<file path="src/core/nvm_ctrl_pkg.sv">
package nvm_ctrl_pkg;

  // ==========================================================
  // Bus map
  localparam int unsigned ADDR_WIDTH = 17;
  localparam int unsigned ARRAY_WIDTH = 15;
  localparam int unsigned ARRAY_SELECT_BIT = 16;
  localparam logic [15:0] CONTROL_OFFSET = 16'h0000;
  localparam logic [15:0] BLOCK_PROTECT_OFFSET = 16'h0004;
  localparam logic [15:0] STATUS_OFFSET = 16'h0008;

  // ==========================================================
  // Control register fields
  localparam int unsigned PROGRAM_BIT = 0;
  localparam int unsigned ERASE_BIT = 1;
  localparam int unsigned MASS_BIT = 2;
  localparam int unsigned HV_BIT = 3;
  localparam logic [7:0] BLOCK_PROTECT_RESET = 8'hff;

  // ==========================================================
  // Status register fields
  localparam int unsigned STAT_READABLE_BIT = 0;
  localparam int unsigned STAT_ARMED_BIT = 1;
  localparam int unsigned STAT_ROW_ERROR_BIT = 2;
  localparam int unsigned STAT_RECOVERY_BIT = 3;

  // ==========================================================
  // Array geometry
  localparam int unsigned ROW_SHIFT = 6;
  localparam int unsigned PAGE_SHIFT = 7;

  // ==========================================================
  // Timing
  localparam int unsigned CLOCK_MHZ = 200;
  localparam int unsigned RECOVERY_TIME_NS = 1000;
  localparam int unsigned RECOVERY_CYCLES = (RECOVERY_TIME_NS * CLOCK_MHZ + 999) / 1000;

  typedef enum logic [2:0] {
    seq_idle,
    seq_selected,
    seq_protect_read,
    seq_armed,
    seq_high_voltage,
    seq_recovery
  } seq_state_type;

endpackage

</file>
<file path="src/core/hold_timer.sv">
`timescale 1ns/1ps
`default_nettype none

module hold_timer #(
  parameter int unsigned COUNT = 200
) (
  input wire logic clock,
  input wire logic rst,
  input wire logic start,
  output logic busy
);

  localparam int unsigned WIDTH = $clog2(COUNT + 1);
  localparam logic [WIDTH-1:0] LOAD = WIDTH'(COUNT);
  localparam logic [WIDTH-1:0] ONE = WIDTH'(1);

  logic [WIDTH-1:0] count_reg;
  logic [WIDTH-1:0] count_next;

  always_comb begin
    count_next = count_reg;
    if (start) begin
      count_next = LOAD;
    end else if (count_reg != '0) begin
      count_next = count_reg - ONE;
    end
  end

  always_ff @(posedge clock) begin
    if (rst) begin
      count_reg <= '0;
    end else begin
      count_reg <= count_next;
    end
  end

  assign busy = (count_reg != '0);

endmodule

`default_nettype wire

</file>
<file path="src/core/flash_program_erase_ctrl.sv">
`timescale 1ns/1ps
`default_nettype none

// Notes on behaviour
// - high voltage only after armed sequence
// - high voltage bit drives pump and array
// - mass bit picks whole array or page
// - program and erase never both set
// - program select latches array writes made under high voltage
// - array readable after recovery time
// - array contents hidden from bus reads
module flash_program_erase_ctrl
  import nvm_ctrl_pkg::*;
#(
  parameter int unsigned RECOVERY_COUNT = nvm_ctrl_pkg::RECOVERY_CYCLES
) (
  input wire logic clock,
  input wire logic rst,
  input wire logic [nvm_ctrl_pkg::ADDR_WIDTH-1:0] address,
  input wire logic read,
  input wire logic write,
  input wire logic [31:0] writedata,
  output logic [31:0] readdata,
  output logic waitrequest,
  output logic charge_pump_on,
  output logic array_high_voltage,
  output logic program_config,
  output logic erase_enable,
  output logic mass_erase,
  output logic [nvm_ctrl_pkg::ARRAY_WIDTH-1:0] target_addr,
  output logic latch_strobe,
  output logic [nvm_ctrl_pkg::ARRAY_WIDTH-1:0] latch_addr,
  output logic [7:0] latch_data,
  output logic array_readable
);
  import nvm_ctrl_pkg::*;

  // ==========================================================
  // State
  seq_state_type state_reg, state_next;
  logic program_reg, program_next;
  logic erase_reg, erase_next;
  logic mass_reg, mass_next;
  logic hv_reg, hv_next;
  logic row_error_reg, row_error_next;
  logic [7:0] protect_reg, protect_next;
  logic [ARRAY_WIDTH-1:0] target_reg, target_next;
  logic [ARRAY_WIDTH-1:0] latch_addr_reg, latch_addr_next;
  logic [7:0] latch_data_reg, latch_data_next;
  logic latch_strobe_reg, latch_strobe_next;
  logic erase_enable_reg, erase_enable_next;
  logic readable_reg, readable_next;
  logic waitrequest_reg, waitrequest_next;
  logic [31:0] readdata_reg, readdata_next;

  logic ack;
  logic in_array;
  logic [15:0] reg_offset;
  logic [ARRAY_WIDTH-1:0] array_offset;
  logic [7:0] wbyte;
  logic recovery_start;
  logic recovery_busy;
  logic [7:0] control_view;
  logic [7:0] status_view;

  assign in_array = address[ARRAY_SELECT_BIT];
  assign reg_offset = address[15:0];
  assign array_offset = address[ARRAY_WIDTH-1:0];
  assign wbyte = writedata[7:0];
  // Answer comes one cycle after the request is seen; effects land on the acknowledging edge
  assign ack = (read || write) && !waitrequest_reg;

  always_comb begin
    control_view = 8'h00;
    control_view[PROGRAM_BIT] = program_reg;
    control_view[ERASE_BIT] = erase_reg;
    control_view[MASS_BIT] = mass_reg;
    control_view[HV_BIT] = hv_reg;
    status_view = 8'h00;
    status_view[STAT_READABLE_BIT] = readable_reg;
    status_view[STAT_ARMED_BIT] = (state_reg == seq_armed);
    status_view[STAT_ROW_ERROR_BIT] = row_error_reg;
    status_view[STAT_RECOVERY_BIT] = (state_reg == seq_recovery);
  end

  // ==========================================================
  // Sequencer and register file
  always_comb begin
    state_next = state_reg;
    program_next = program_reg;
    erase_next = erase_reg;
    mass_next = mass_reg;
    hv_next = hv_reg;
    row_error_next = row_error_reg;
    protect_next = protect_reg;
    target_next = target_reg;
    latch_addr_next = latch_addr_reg;
    latch_data_next = latch_data_reg;
    latch_strobe_next = 1'b0;
    readdata_next = readdata_reg;
    waitrequest_next = 1'b1;
    recovery_start = 1'b0;

    if ((read || write) && waitrequest_reg) begin
      waitrequest_next = 1'b0;
      readdata_next = 32'h0000_0000;
      if (read && !in_array) begin
        case (reg_offset)
          CONTROL_OFFSET: readdata_next = {24'h00_0000, control_view};
          BLOCK_PROTECT_OFFSET: readdata_next = {24'h00_0000, protect_reg};
          STATUS_OFFSET: readdata_next = {24'h00_0000, status_view};
          default: readdata_next = 32'h0000_0000;
        endcase
      end
      // Array reads through this port always return zero so contents stay hidden
    end

    if (ack && write && !in_array && reg_offset == CONTROL_OFFSET) begin
      mass_next = wbyte[MASS_BIT];
      // A write asking for both selects leaves both unchanged
      if (!(wbyte[PROGRAM_BIT] && wbyte[ERASE_BIT])) begin
        program_next = wbyte[PROGRAM_BIT];
        erase_next = wbyte[ERASE_BIT];
      end
      if (wbyte[HV_BIT] && !hv_reg) begin
        // Arming keeps the selection that ran the steps; a select change in the same write restarts instead
        if (state_reg == seq_armed && program_next == program_reg && erase_next == erase_reg) begin
          hv_next = 1'b1;
          state_next = seq_high_voltage;
        end
      end else if (!wbyte[HV_BIT] && hv_reg) begin
        hv_next = 1'b0;
        recovery_start = 1'b1;
        state_next = seq_recovery;
      end
      if (!hv_reg && state_reg != seq_recovery) begin
        if (program_next != program_reg || erase_next != erase_reg) begin
          // Changing the selection restarts the step sequence
          state_next = (program_next || erase_next) ? seq_selected : seq_idle;
          row_error_next = 1'b0;
        end else if (!program_next && !erase_next) begin
          state_next = seq_idle;
        end
      end
    end

    if (ack && write && !in_array && reg_offset == BLOCK_PROTECT_OFFSET) begin
      protect_next = wbyte;
    end

    if (ack && read && !in_array && reg_offset == BLOCK_PROTECT_OFFSET && state_reg == seq_selected) begin
      state_next = seq_protect_read;
    end

    if (ack && write && in_array) begin
      if (state_reg == seq_protect_read) begin
        target_next = array_offset;
        state_next = seq_armed;
      end else if (state_reg == seq_high_voltage && program_reg) begin
        latch_strobe_next = 1'b1;
        latch_addr_next = array_offset;
        latch_data_next = wbyte;
        if (array_offset[ARRAY_WIDTH-1:ROW_SHIFT] != target_reg[ARRAY_WIDTH-1:ROW_SHIFT]) begin
          row_error_next = 1'b1;
        end
      end
    end

    if (state_reg == seq_recovery && !recovery_busy && !recovery_start) begin
      state_next = (program_next || erase_next) ? seq_selected : seq_idle;
    end

    erase_enable_next = hv_next && erase_next;
    readable_next = (state_next != seq_high_voltage) && (state_next != seq_recovery);
  end

  always_ff @(posedge clock) begin
    if (rst) begin
      state_reg <= seq_idle;
      program_reg <= 1'b0;
      erase_reg <= 1'b0;
      mass_reg <= 1'b0;
      hv_reg <= 1'b0;
      row_error_reg <= 1'b0;
      protect_reg <= BLOCK_PROTECT_RESET;
      target_reg <= '0;
      latch_addr_reg <= '0;
      latch_data_reg <= 8'h00;
      latch_strobe_reg <= 1'b0;
      erase_enable_reg <= 1'b0;
      readable_reg <= 1'b1;
      waitrequest_reg <= 1'b1;
      readdata_reg <= 32'h0000_0000;
    end else begin
      state_reg <= state_next;
      program_reg <= program_next;
      erase_reg <= erase_next;
      mass_reg <= mass_next;
      hv_reg <= hv_next;
      row_error_reg <= row_error_next;
      protect_reg <= protect_next;
      target_reg <= target_next;
      latch_addr_reg <= latch_addr_next;
      latch_data_reg <= latch_data_next;
      latch_strobe_reg <= latch_strobe_next;
      erase_enable_reg <= erase_enable_next;
      readable_reg <= readable_next;
      waitrequest_reg <= waitrequest_next;
      readdata_reg <= readdata_next;
    end
  end

  // ==========================================================
  // Read recovery after high voltage drops
  hold_timer #(
    .COUNT(RECOVERY_COUNT)
  ) recovery_timer (
    .clock(clock),
    .rst(rst),
    .start(recovery_start),
    .busy(recovery_busy)
  );

  assign readdata = readdata_reg;
  assign waitrequest = waitrequest_reg;
  assign charge_pump_on = hv_reg;
  assign array_high_voltage = hv_reg;
  assign program_config = program_reg;
  assign erase_enable = erase_enable_reg;
  assign mass_erase = mass_reg;
  assign target_addr = target_reg;
  assign latch_strobe = latch_strobe_reg;
  assign latch_addr = latch_addr_reg;
  assign latch_data = latch_data_reg;
  assign array_readable = readable_reg;

  // ==========================================================
  // Checks
  property p_hv_only_when_armed;
    @(posedge clock) disable iff (rst)
      $rose(hv_reg) |-> $past(state_reg) == seq_armed && $stable(program_reg) && $stable(erase_reg) &&
        (program_reg || erase_reg);
  endproperty
  a_hv_only_when_armed: assert property (p_hv_only_when_armed) else $error("high voltage set out of sequence");

  property p_pump_tracks_hv;
    @(posedge clock) disable iff (rst)
      $rose(hv_reg) |-> charge_pump_on && array_high_voltage && !array_readable;
  endproperty
  a_pump_tracks_hv: assert property (p_pump_tracks_hv) else $error("pump or array voltage wrong");

  property p_mass_scope;
    @(posedge clock) disable iff (rst)
      $rose(erase_enable) |-> erase_reg && hv_reg && mass_erase == $past(writedata[MASS_BIT]);
  endproperty
  a_mass_scope: assert property (p_mass_scope) else $error("erase scope mismatch");

  property p_interlock;
    @(posedge clock) disable iff (rst)
      !(program_reg && erase_reg);
  endproperty
  a_interlock: assert property (p_interlock) else $error("program and erase both set");

  property p_latch_needs_program;
    @(posedge clock) disable iff (rst)
      latch_strobe |-> program_config && $past(state_reg) == seq_high_voltage;
  endproperty
  a_latch_needs_program: assert property (p_latch_needs_program) else $error("latch outside program");

  property p_recovery_hold;
    @(posedge clock) disable iff (rst)
      $fell(hv_reg) |-> !array_readable [*8];
  endproperty
  a_recovery_hold: assert property (p_recovery_hold) else $error("array readable too early");

  property p_array_read_hidden;
    @(posedge clock) disable iff (rst)
      read && in_array && !waitrequest |-> readdata == 32'h0000_0000;
  endproperty
  a_array_read_hidden: assert property (p_array_read_hidden) else $error("array data exposed");

  property p_hv_write_latches;
    @(posedge clock) disable iff (rst)
      ack && write && in_array && hv_reg && program_reg |=> latch_strobe && latch_data == $past(writedata[7:0]);
  endproperty
  a_hv_write_latches: assert property (p_hv_write_latches) else $error("program write not latched");

  c_program_hv: cover property (@(posedge clock) disable iff (rst) latch_strobe);
  c_erase_hv: cover property (@(posedge clock) disable iff (rst) erase_enable && !mass_erase);
  c_recovered: cover property (@(posedge clock) disable iff (rst) $rose(array_readable));

endmodule

`default_nettype wire

</file>
<file path="config.mk">
export PLATFORM = sky130hd
export DESIGN_NAME = flash_program_erase_ctrl
export DESIGN_NICKNAME = d
export VERILOG_FILES = /design/src/core/nvm_ctrl_pkg.sv /design/src/core/hold_timer.sv /design/src/core/flash_program_erase_ctrl.sv
export SDC_FILE = /design/constraint.sdc
export NUM_CORES = 1
export LEC_CHECK = 0
export BUFFER_PORTS_ARGS = -buffer_cell sky130_fd_sc_hd__buf_4
export CORE_MARGIN = 10
export CORE_UTILIZATION = 49
export DETAILED_ROUTE_END_ITERATION = 10
export GPL_ROUTABILITY_DRIVEN = 0
export PLACE_DENSITY = 0.88
export SKIP_CTS_REPAIR_TIMING = 1
export SLEW_MARGIN = 20
export SYNTH_ARGS = -nofsm -noshare
export SYNTH_HDL_FRONTEND = slang
export SYNTH_SLANG_ARGS = --single-unit
</file>
<file path="constraint.sdc">
create_clock -name clock -period 2 [get_ports clock]
set_input_delay 0.2 -clock clock [delete_from_list [all_inputs] [get_ports clock]]
set_output_delay 0.2 -clock clock [all_outputs]
set_load 0.01 [all_outputs]
</file>
* After elaboration in Yosys (flattened, before gate mapping)
Index checks and enable logic that the tools add are counted.
** Storage, ports and cells
- Flip-flop bits (word level) :: 98
- Input port bits :: 53
- Logic and storage cells :: 117
** Operators by class
- Add/sub/neg operators :: 1
- Equal/unequal tests :: 15
- Mux-type cells :: 39
- Bitwise operators :: 2
- Reduce and logical (&&, ||, !) cells :: 43
** Operator list (number)
- $mux W3 :: 11
- $logic_and A1 B1 Y1 :: 24
- $mux W1 :: 24
- $mux W8 :: 3
- $pmux W8 S3 :: 1
- $eq A16 B3 Y1 const B :: 1
- $eq A16 B4 Y1 const B :: 1
- $logic_not A16 Y1 :: 1
- $ne A3 B3 Y1 const B :: 3
- $ne A9 B9 Y1 :: 1
- $logic_not A1 Y1 :: 8
- $reduce_bool A8 Y1 :: 1
- $sub A8 B1 Y8 const B :: 1
- $eq A3 B2 Y1 const B :: 2
- $eq A3 B3 Y1 const B :: 2
- $logic_or A1 B1 Y1 :: 4
- $eq A3 B1 Y1 const B :: 1
- $reduce_and A3 Y1 :: 1
- $reduce_or A3 Y1 :: 1
- $eq A1 B1 Y1 :: 2
- $ne A1 B1 Y1 :: 2
- $not A1 Y1 :: 2
- $reduce_and A2 Y1 :: 1
- $reduce_bool A2 Y1 :: 1
- $reduce_or A2 Y1 :: 1

* Depth between registers and ports, before layout
- Depth in word-level cells :: 21
- Depth in mapped cells :: 7

* Modules after synthesis
From an unflattened synthesis, not the netlist that was laid out.
** Unflattened totals
- Cells, all modules :: 391
- Area, all modules :: 3457.1 um^2
** By module, submodules not included
- flash_program_erase_ctrl :: times used 1, cells an instance 345, area each 3007.9 um^2, seq. area each 1321.3 um^2
- hold_timer :: times used 1, cells an instance 46, area each 449.2 um^2, seq. area each 160.2 um^2

* Worst setup path after synthesis
Ideal clock, no wire load.
- Path kind :: reg2reg
- From :: register program_reg (netlist: program_config)
- To :: register state_reg[0]
- Library setup time :: 58 ps
- Arrival :: 1595 ps
- Required time :: 1942 ps
- Slack :: 348 ps
- Stages on the path, launching flop included :: 7
- Path buffers :: 1
- Cells stage by stage :: dfxtp_1 > clkbuf_1 > nor2_1 > a211o_1 > a211o_1 > a221oi_1 > o21a_1
** Between the ends
- Word-level cells in the longest chain between the ends :: 15
- Elaborated cells between the ends (all ways) :: 24
- Those cells by class :: eq/ne: 2; mux: 15; reduce/logical: 7
** RTL lines
- from (decl) :: RTL line flash_program_erase_ctrl.sv:41 : logic program_reg, program_next;
- from (signal assigned) :: RTL line flash_program_erase_ctrl.sv:196 : program_reg <= program_next;
- $mux W1 :: RTL line flash_program_erase_ctrl.sv:121 : if (!(wbyte[PROGRAM_BIT] && wbyte[ERASE_BIT])) begin
- $mux W1 :: RTL line flash_program_erase_ctrl.sv:118 : if (ack && write && !in_array && reg_offset == CONTROL_OFFSET) begin
- $eq A1 B1 Y1 :: RTL line flash_program_erase_ctrl.sv:127 : if (state_reg == seq_armed && program_next == program_reg && erase_next == erase_reg) begin
- $logic_and A1 B1 Y1 (2 in a row) :: RTL line flash_program_erase_ctrl.sv:127
- $mux W3 :: RTL line flash_program_erase_ctrl.sv:127
- $mux W3 :: RTL line flash_program_erase_ctrl.sv:125 : if (wbyte[HV_BIT] && !hv_reg) begin
- $mux W3 :: RTL line flash_program_erase_ctrl.sv:141 : end else if (!program_next && !erase_next) begin
- $mux W3 :: RTL line flash_program_erase_ctrl.sv:137 : if (program_next != program_reg || erase_next != erase_reg) begin
- $mux W3 :: RTL line flash_program_erase_ctrl.sv:136 : if (!hv_reg && state_reg != seq_recovery) begin
- $mux W3 :: RTL line flash_program_erase_ctrl.sv:118
- $mux W3 :: RTL line flash_program_erase_ctrl.sv:151 : if (ack && read && !in_array && reg_offset == BLOCK_PROTECT_OFFSET && state_reg == seq_selected) begin
- $mux W3 :: RTL line flash_program_erase_ctrl.sv:156 : if (state_reg == seq_protect_read) begin
- $mux W3 :: RTL line flash_program_erase_ctrl.sv:155 : if (ack && write && in_array) begin
- $mux W3 (*) :: RTL line flash_program_erase_ctrl.sv:169 : if (state_reg == seq_recovery && !recovery_busy && !recovery_start) begin
- to (signal assigned) :: RTL line flash_program_erase_ctrl.sv:179 : state_reg <= seq_idle;
- to (signal assigned) :: RTL line flash_program_erase_ctrl.sv:195 : state_reg <= state_next;
- to (decl) :: RTL line flash_program_erase_ctrl.sv:40 : seq_state_type state_reg, state_next;
Every way passes the cells marked *; elsewhere a longest branch is shown, timed or not. The select of a mux whose other input is x is not followed.
A chain may end at the register's enable or synchronous reset.

==> results.cfg <==
[outcome]
status = finished, final reports clean

[cts]
cts_max_path_buffers = 2
cts_tree = yes
cts.sinks = 74
htreeDepth = 3
cts_root_buffer = clkbuf_8
clk-insertion-delay-late_ns = 0.35
clk_pin_slew_ns = 0.08
cts_buffers = 9

[floorplanning]
fp-row-count = 30
start_util_pct = 50.7
core-area_um2 = 6870
fp.dieW_um = 104
dieArea_um2 = 10900
die_h_um = 104
io_pins = 131

[finish]
area_growth_pct = 26.8
fin_cells = 604
diodes = 0
post-route-util_pct = 64.3
layout-drive-gt1-share_pct = 25.0
nets = 557

[timing]
finalSetupViolations = 0
relSlewSlack_pct = 48.6
worst_pin_slew_ns = 0.765
period_minus_slack_ns = 1.85
period_share_pct = 92.4
holdWs_ns = 0.0689
final_hold_viol_count = 0
skew_ns = 0.0110
max_freq_mhz = 541
maxSlewViolCount = 0
rsz0062_at_grt = no
tns_ns = 0

[placed_design]
place_inst = 588
port_buffers = 82
place_hpwl_um = 7380

[global_route]
grt_max_degree = 63
antenna_found_initial = 0
grt-ovfl-total = 0
grt_pass1_vias = 3251
grt_pass1_wl_um = 16000
grt_util_all_layers_pct = 17.6

[critical_path]
required_ns = 2.24
reg2regPathDepth = 7
cp.arrival_ns = 2.09
worstPathCellList = inv_1 > ha_1 > nand2b_1 > nor4_4 > nand2_1 > o221ai_1 > a21oi_1
worst-path-stages = 7
critical_path.max_stage_delay_ns = 0.55
critPathSlowestCell = nor4_4
reg2reg_from = recovery_timer.count_reg[0]
worst_setup_path_start_kind = flip-flop
critical_path_class = flip-flop to flip-flop
reg2reg_slack_ns = 0.15
cpLargestDelayFamily = simple AND/OR/NAND/NOR gates
cp_num_buf_inv = 1
r2r-end = state_reg[1]
end_kind = flip-flop
cp_max_fo = 8

[logic_synthesis]
async_reset_ff_share_pct = 0
synth.avg_cell_area_um2 = 8.28
synth_common_cells = 95 x nand2_1, 74 x dfxtp_1, 48 x a21oi_1
synth_area_um2 = 3490
yosysSeqAreaShare_pct = 42.5
ys_ff_latch = 74
synth_cells = 421
synth_area_leaders = dfxtp_1 42%, nand2_1 10%, a21oi_1 6.9%
synth_enable_flop_cells = 0
yosysMostFrequentCell = nand2_1
yosysWarningCount = 0
synth.top_cell.area_share_pct = 42.5
synth_ff_type = dfxtp_1
yosysTopAreaCell = dfxtp_1
ys_types = 58

[power_and_ir_drop]
ir_drop_v = 0.000625
power.density_nw_per_um2 = 833
p_leak_nw = 1.77

[route]
routed_wl_um = 10000
drc_errors = 0
vias_per_cell = 5.40
drt-pass1-iter-count = 5
num_vias = 3260
antenna_left = 0
dr.first_iter.drc_count = 365
wl_per_cell_um = 16.6

[worst_hold_path]
hold_class = input port to flip-flop
whs_endpoint = protect_reg[5]
hold_path_depth = 3
holdCritStartpoint = writedata[5]

[job]
max_cap_viol_count = 0
==> layer usage <==
layer	up-vias	GRT usage [%]	routed length, um
li1	1572	-	-
met2	119	29.6	5120
met5	-	0	0
met3	30	5.51	714
met1	1539	19.2	3840
met4	0	9.64	347
==> stage by stage <==
| stage | instance area (um2) | power (W) | setup WS (ns) |
|---|---|---|---|
| floorplan | 3570 | 0.00205 | 0.348 |
| global placement | 4150 | 0.00214 | 0.154 |
| detailed placement | 4150 | 0.00217 | 0.113 |
| CTS | 4420 | 0.00368 | 0.183 |
| global route | 4420 | 0.00382 | 0.0407 |
| finish | 4420 | 0.00368 | 0.153 |
==> worst register-to-register path: stages (launching register included) <==
cell and delay (ns):
dfxtp_1 0.32, inv_1 0.09, ha_1 0.20, nand2b_1 0.16
nor4_4 0.55, nand2_1 0.11, o221ai_1 0.25, a21oi_1 0.07
==> cell families after synthesis <==
| kind of cell | after synthesis | synth area share, % |
|---|---|---|
| and+or+nand+nor | 180 | 26.3 |
| muxes | 14 | 4.06 |
| buffers and inverters | 55 | 8.65 |
| DFF | 74 | 42.5 |
| other | 1 | 0.108 |
| xor gates and xnor gates | 12 | 3.02 |
| AOI/OAI and AO/OA | 84 | 15.0 |
| adders and majority gates | 1 | 0.359 |
==> cell usage in the layout, fill, tap and decap left out, types with 9 or more instances in the layout <==
| master | n |
|---|---|
| xnor2_1 | 9 |
| conb_1 | 24 |
| nor3_1 | 11 |
| nor2_1 | 22 |
| nand2_1 | 95 |
| a21oi_1 | 48 |
| dfxtp_1 | 74 |
| mux2i_1 | 13 |
| clkbuf_8 | 9 |
| buf_4 | 96 |
==> how the worst max path moves through the flow <==
stage | from | to | slack, ns
after floorplan | program_config | state_reg[0] | 0.35
after global placement | address[12] | row_error_reg | 0.15
after detailed placement | address[8] | row_error_reg | 0.11
after CTS | recovery_timer.count_reg[0] | state_reg[1] | 0.18
after global routing | recovery_timer.count_reg[0] | state_reg[1] | 0.04
final | recovery_timer.count_reg[0] | state_reg[1] | 0.15
==> power by group <==
group	internal, W	switching (W)	total [W]
clock	0.000962	0.000571	0.00153
sequential	0.00153	0.0000599	0.00159
combinational	0.000239	0.000324	0.000563
total	0.00273	0.000955	0.00368
==> layout make-up <==
cell class	count	area [um2]
clock buffers	10	128
clock inverters	6	138
inverters	6	22.5
flip-flops and latches	74	1480
repair buffers	97	741
fillers	581	2450
multi-input cells	315	1790
well taps	96	120
Power figures use the tool's default switching activity.
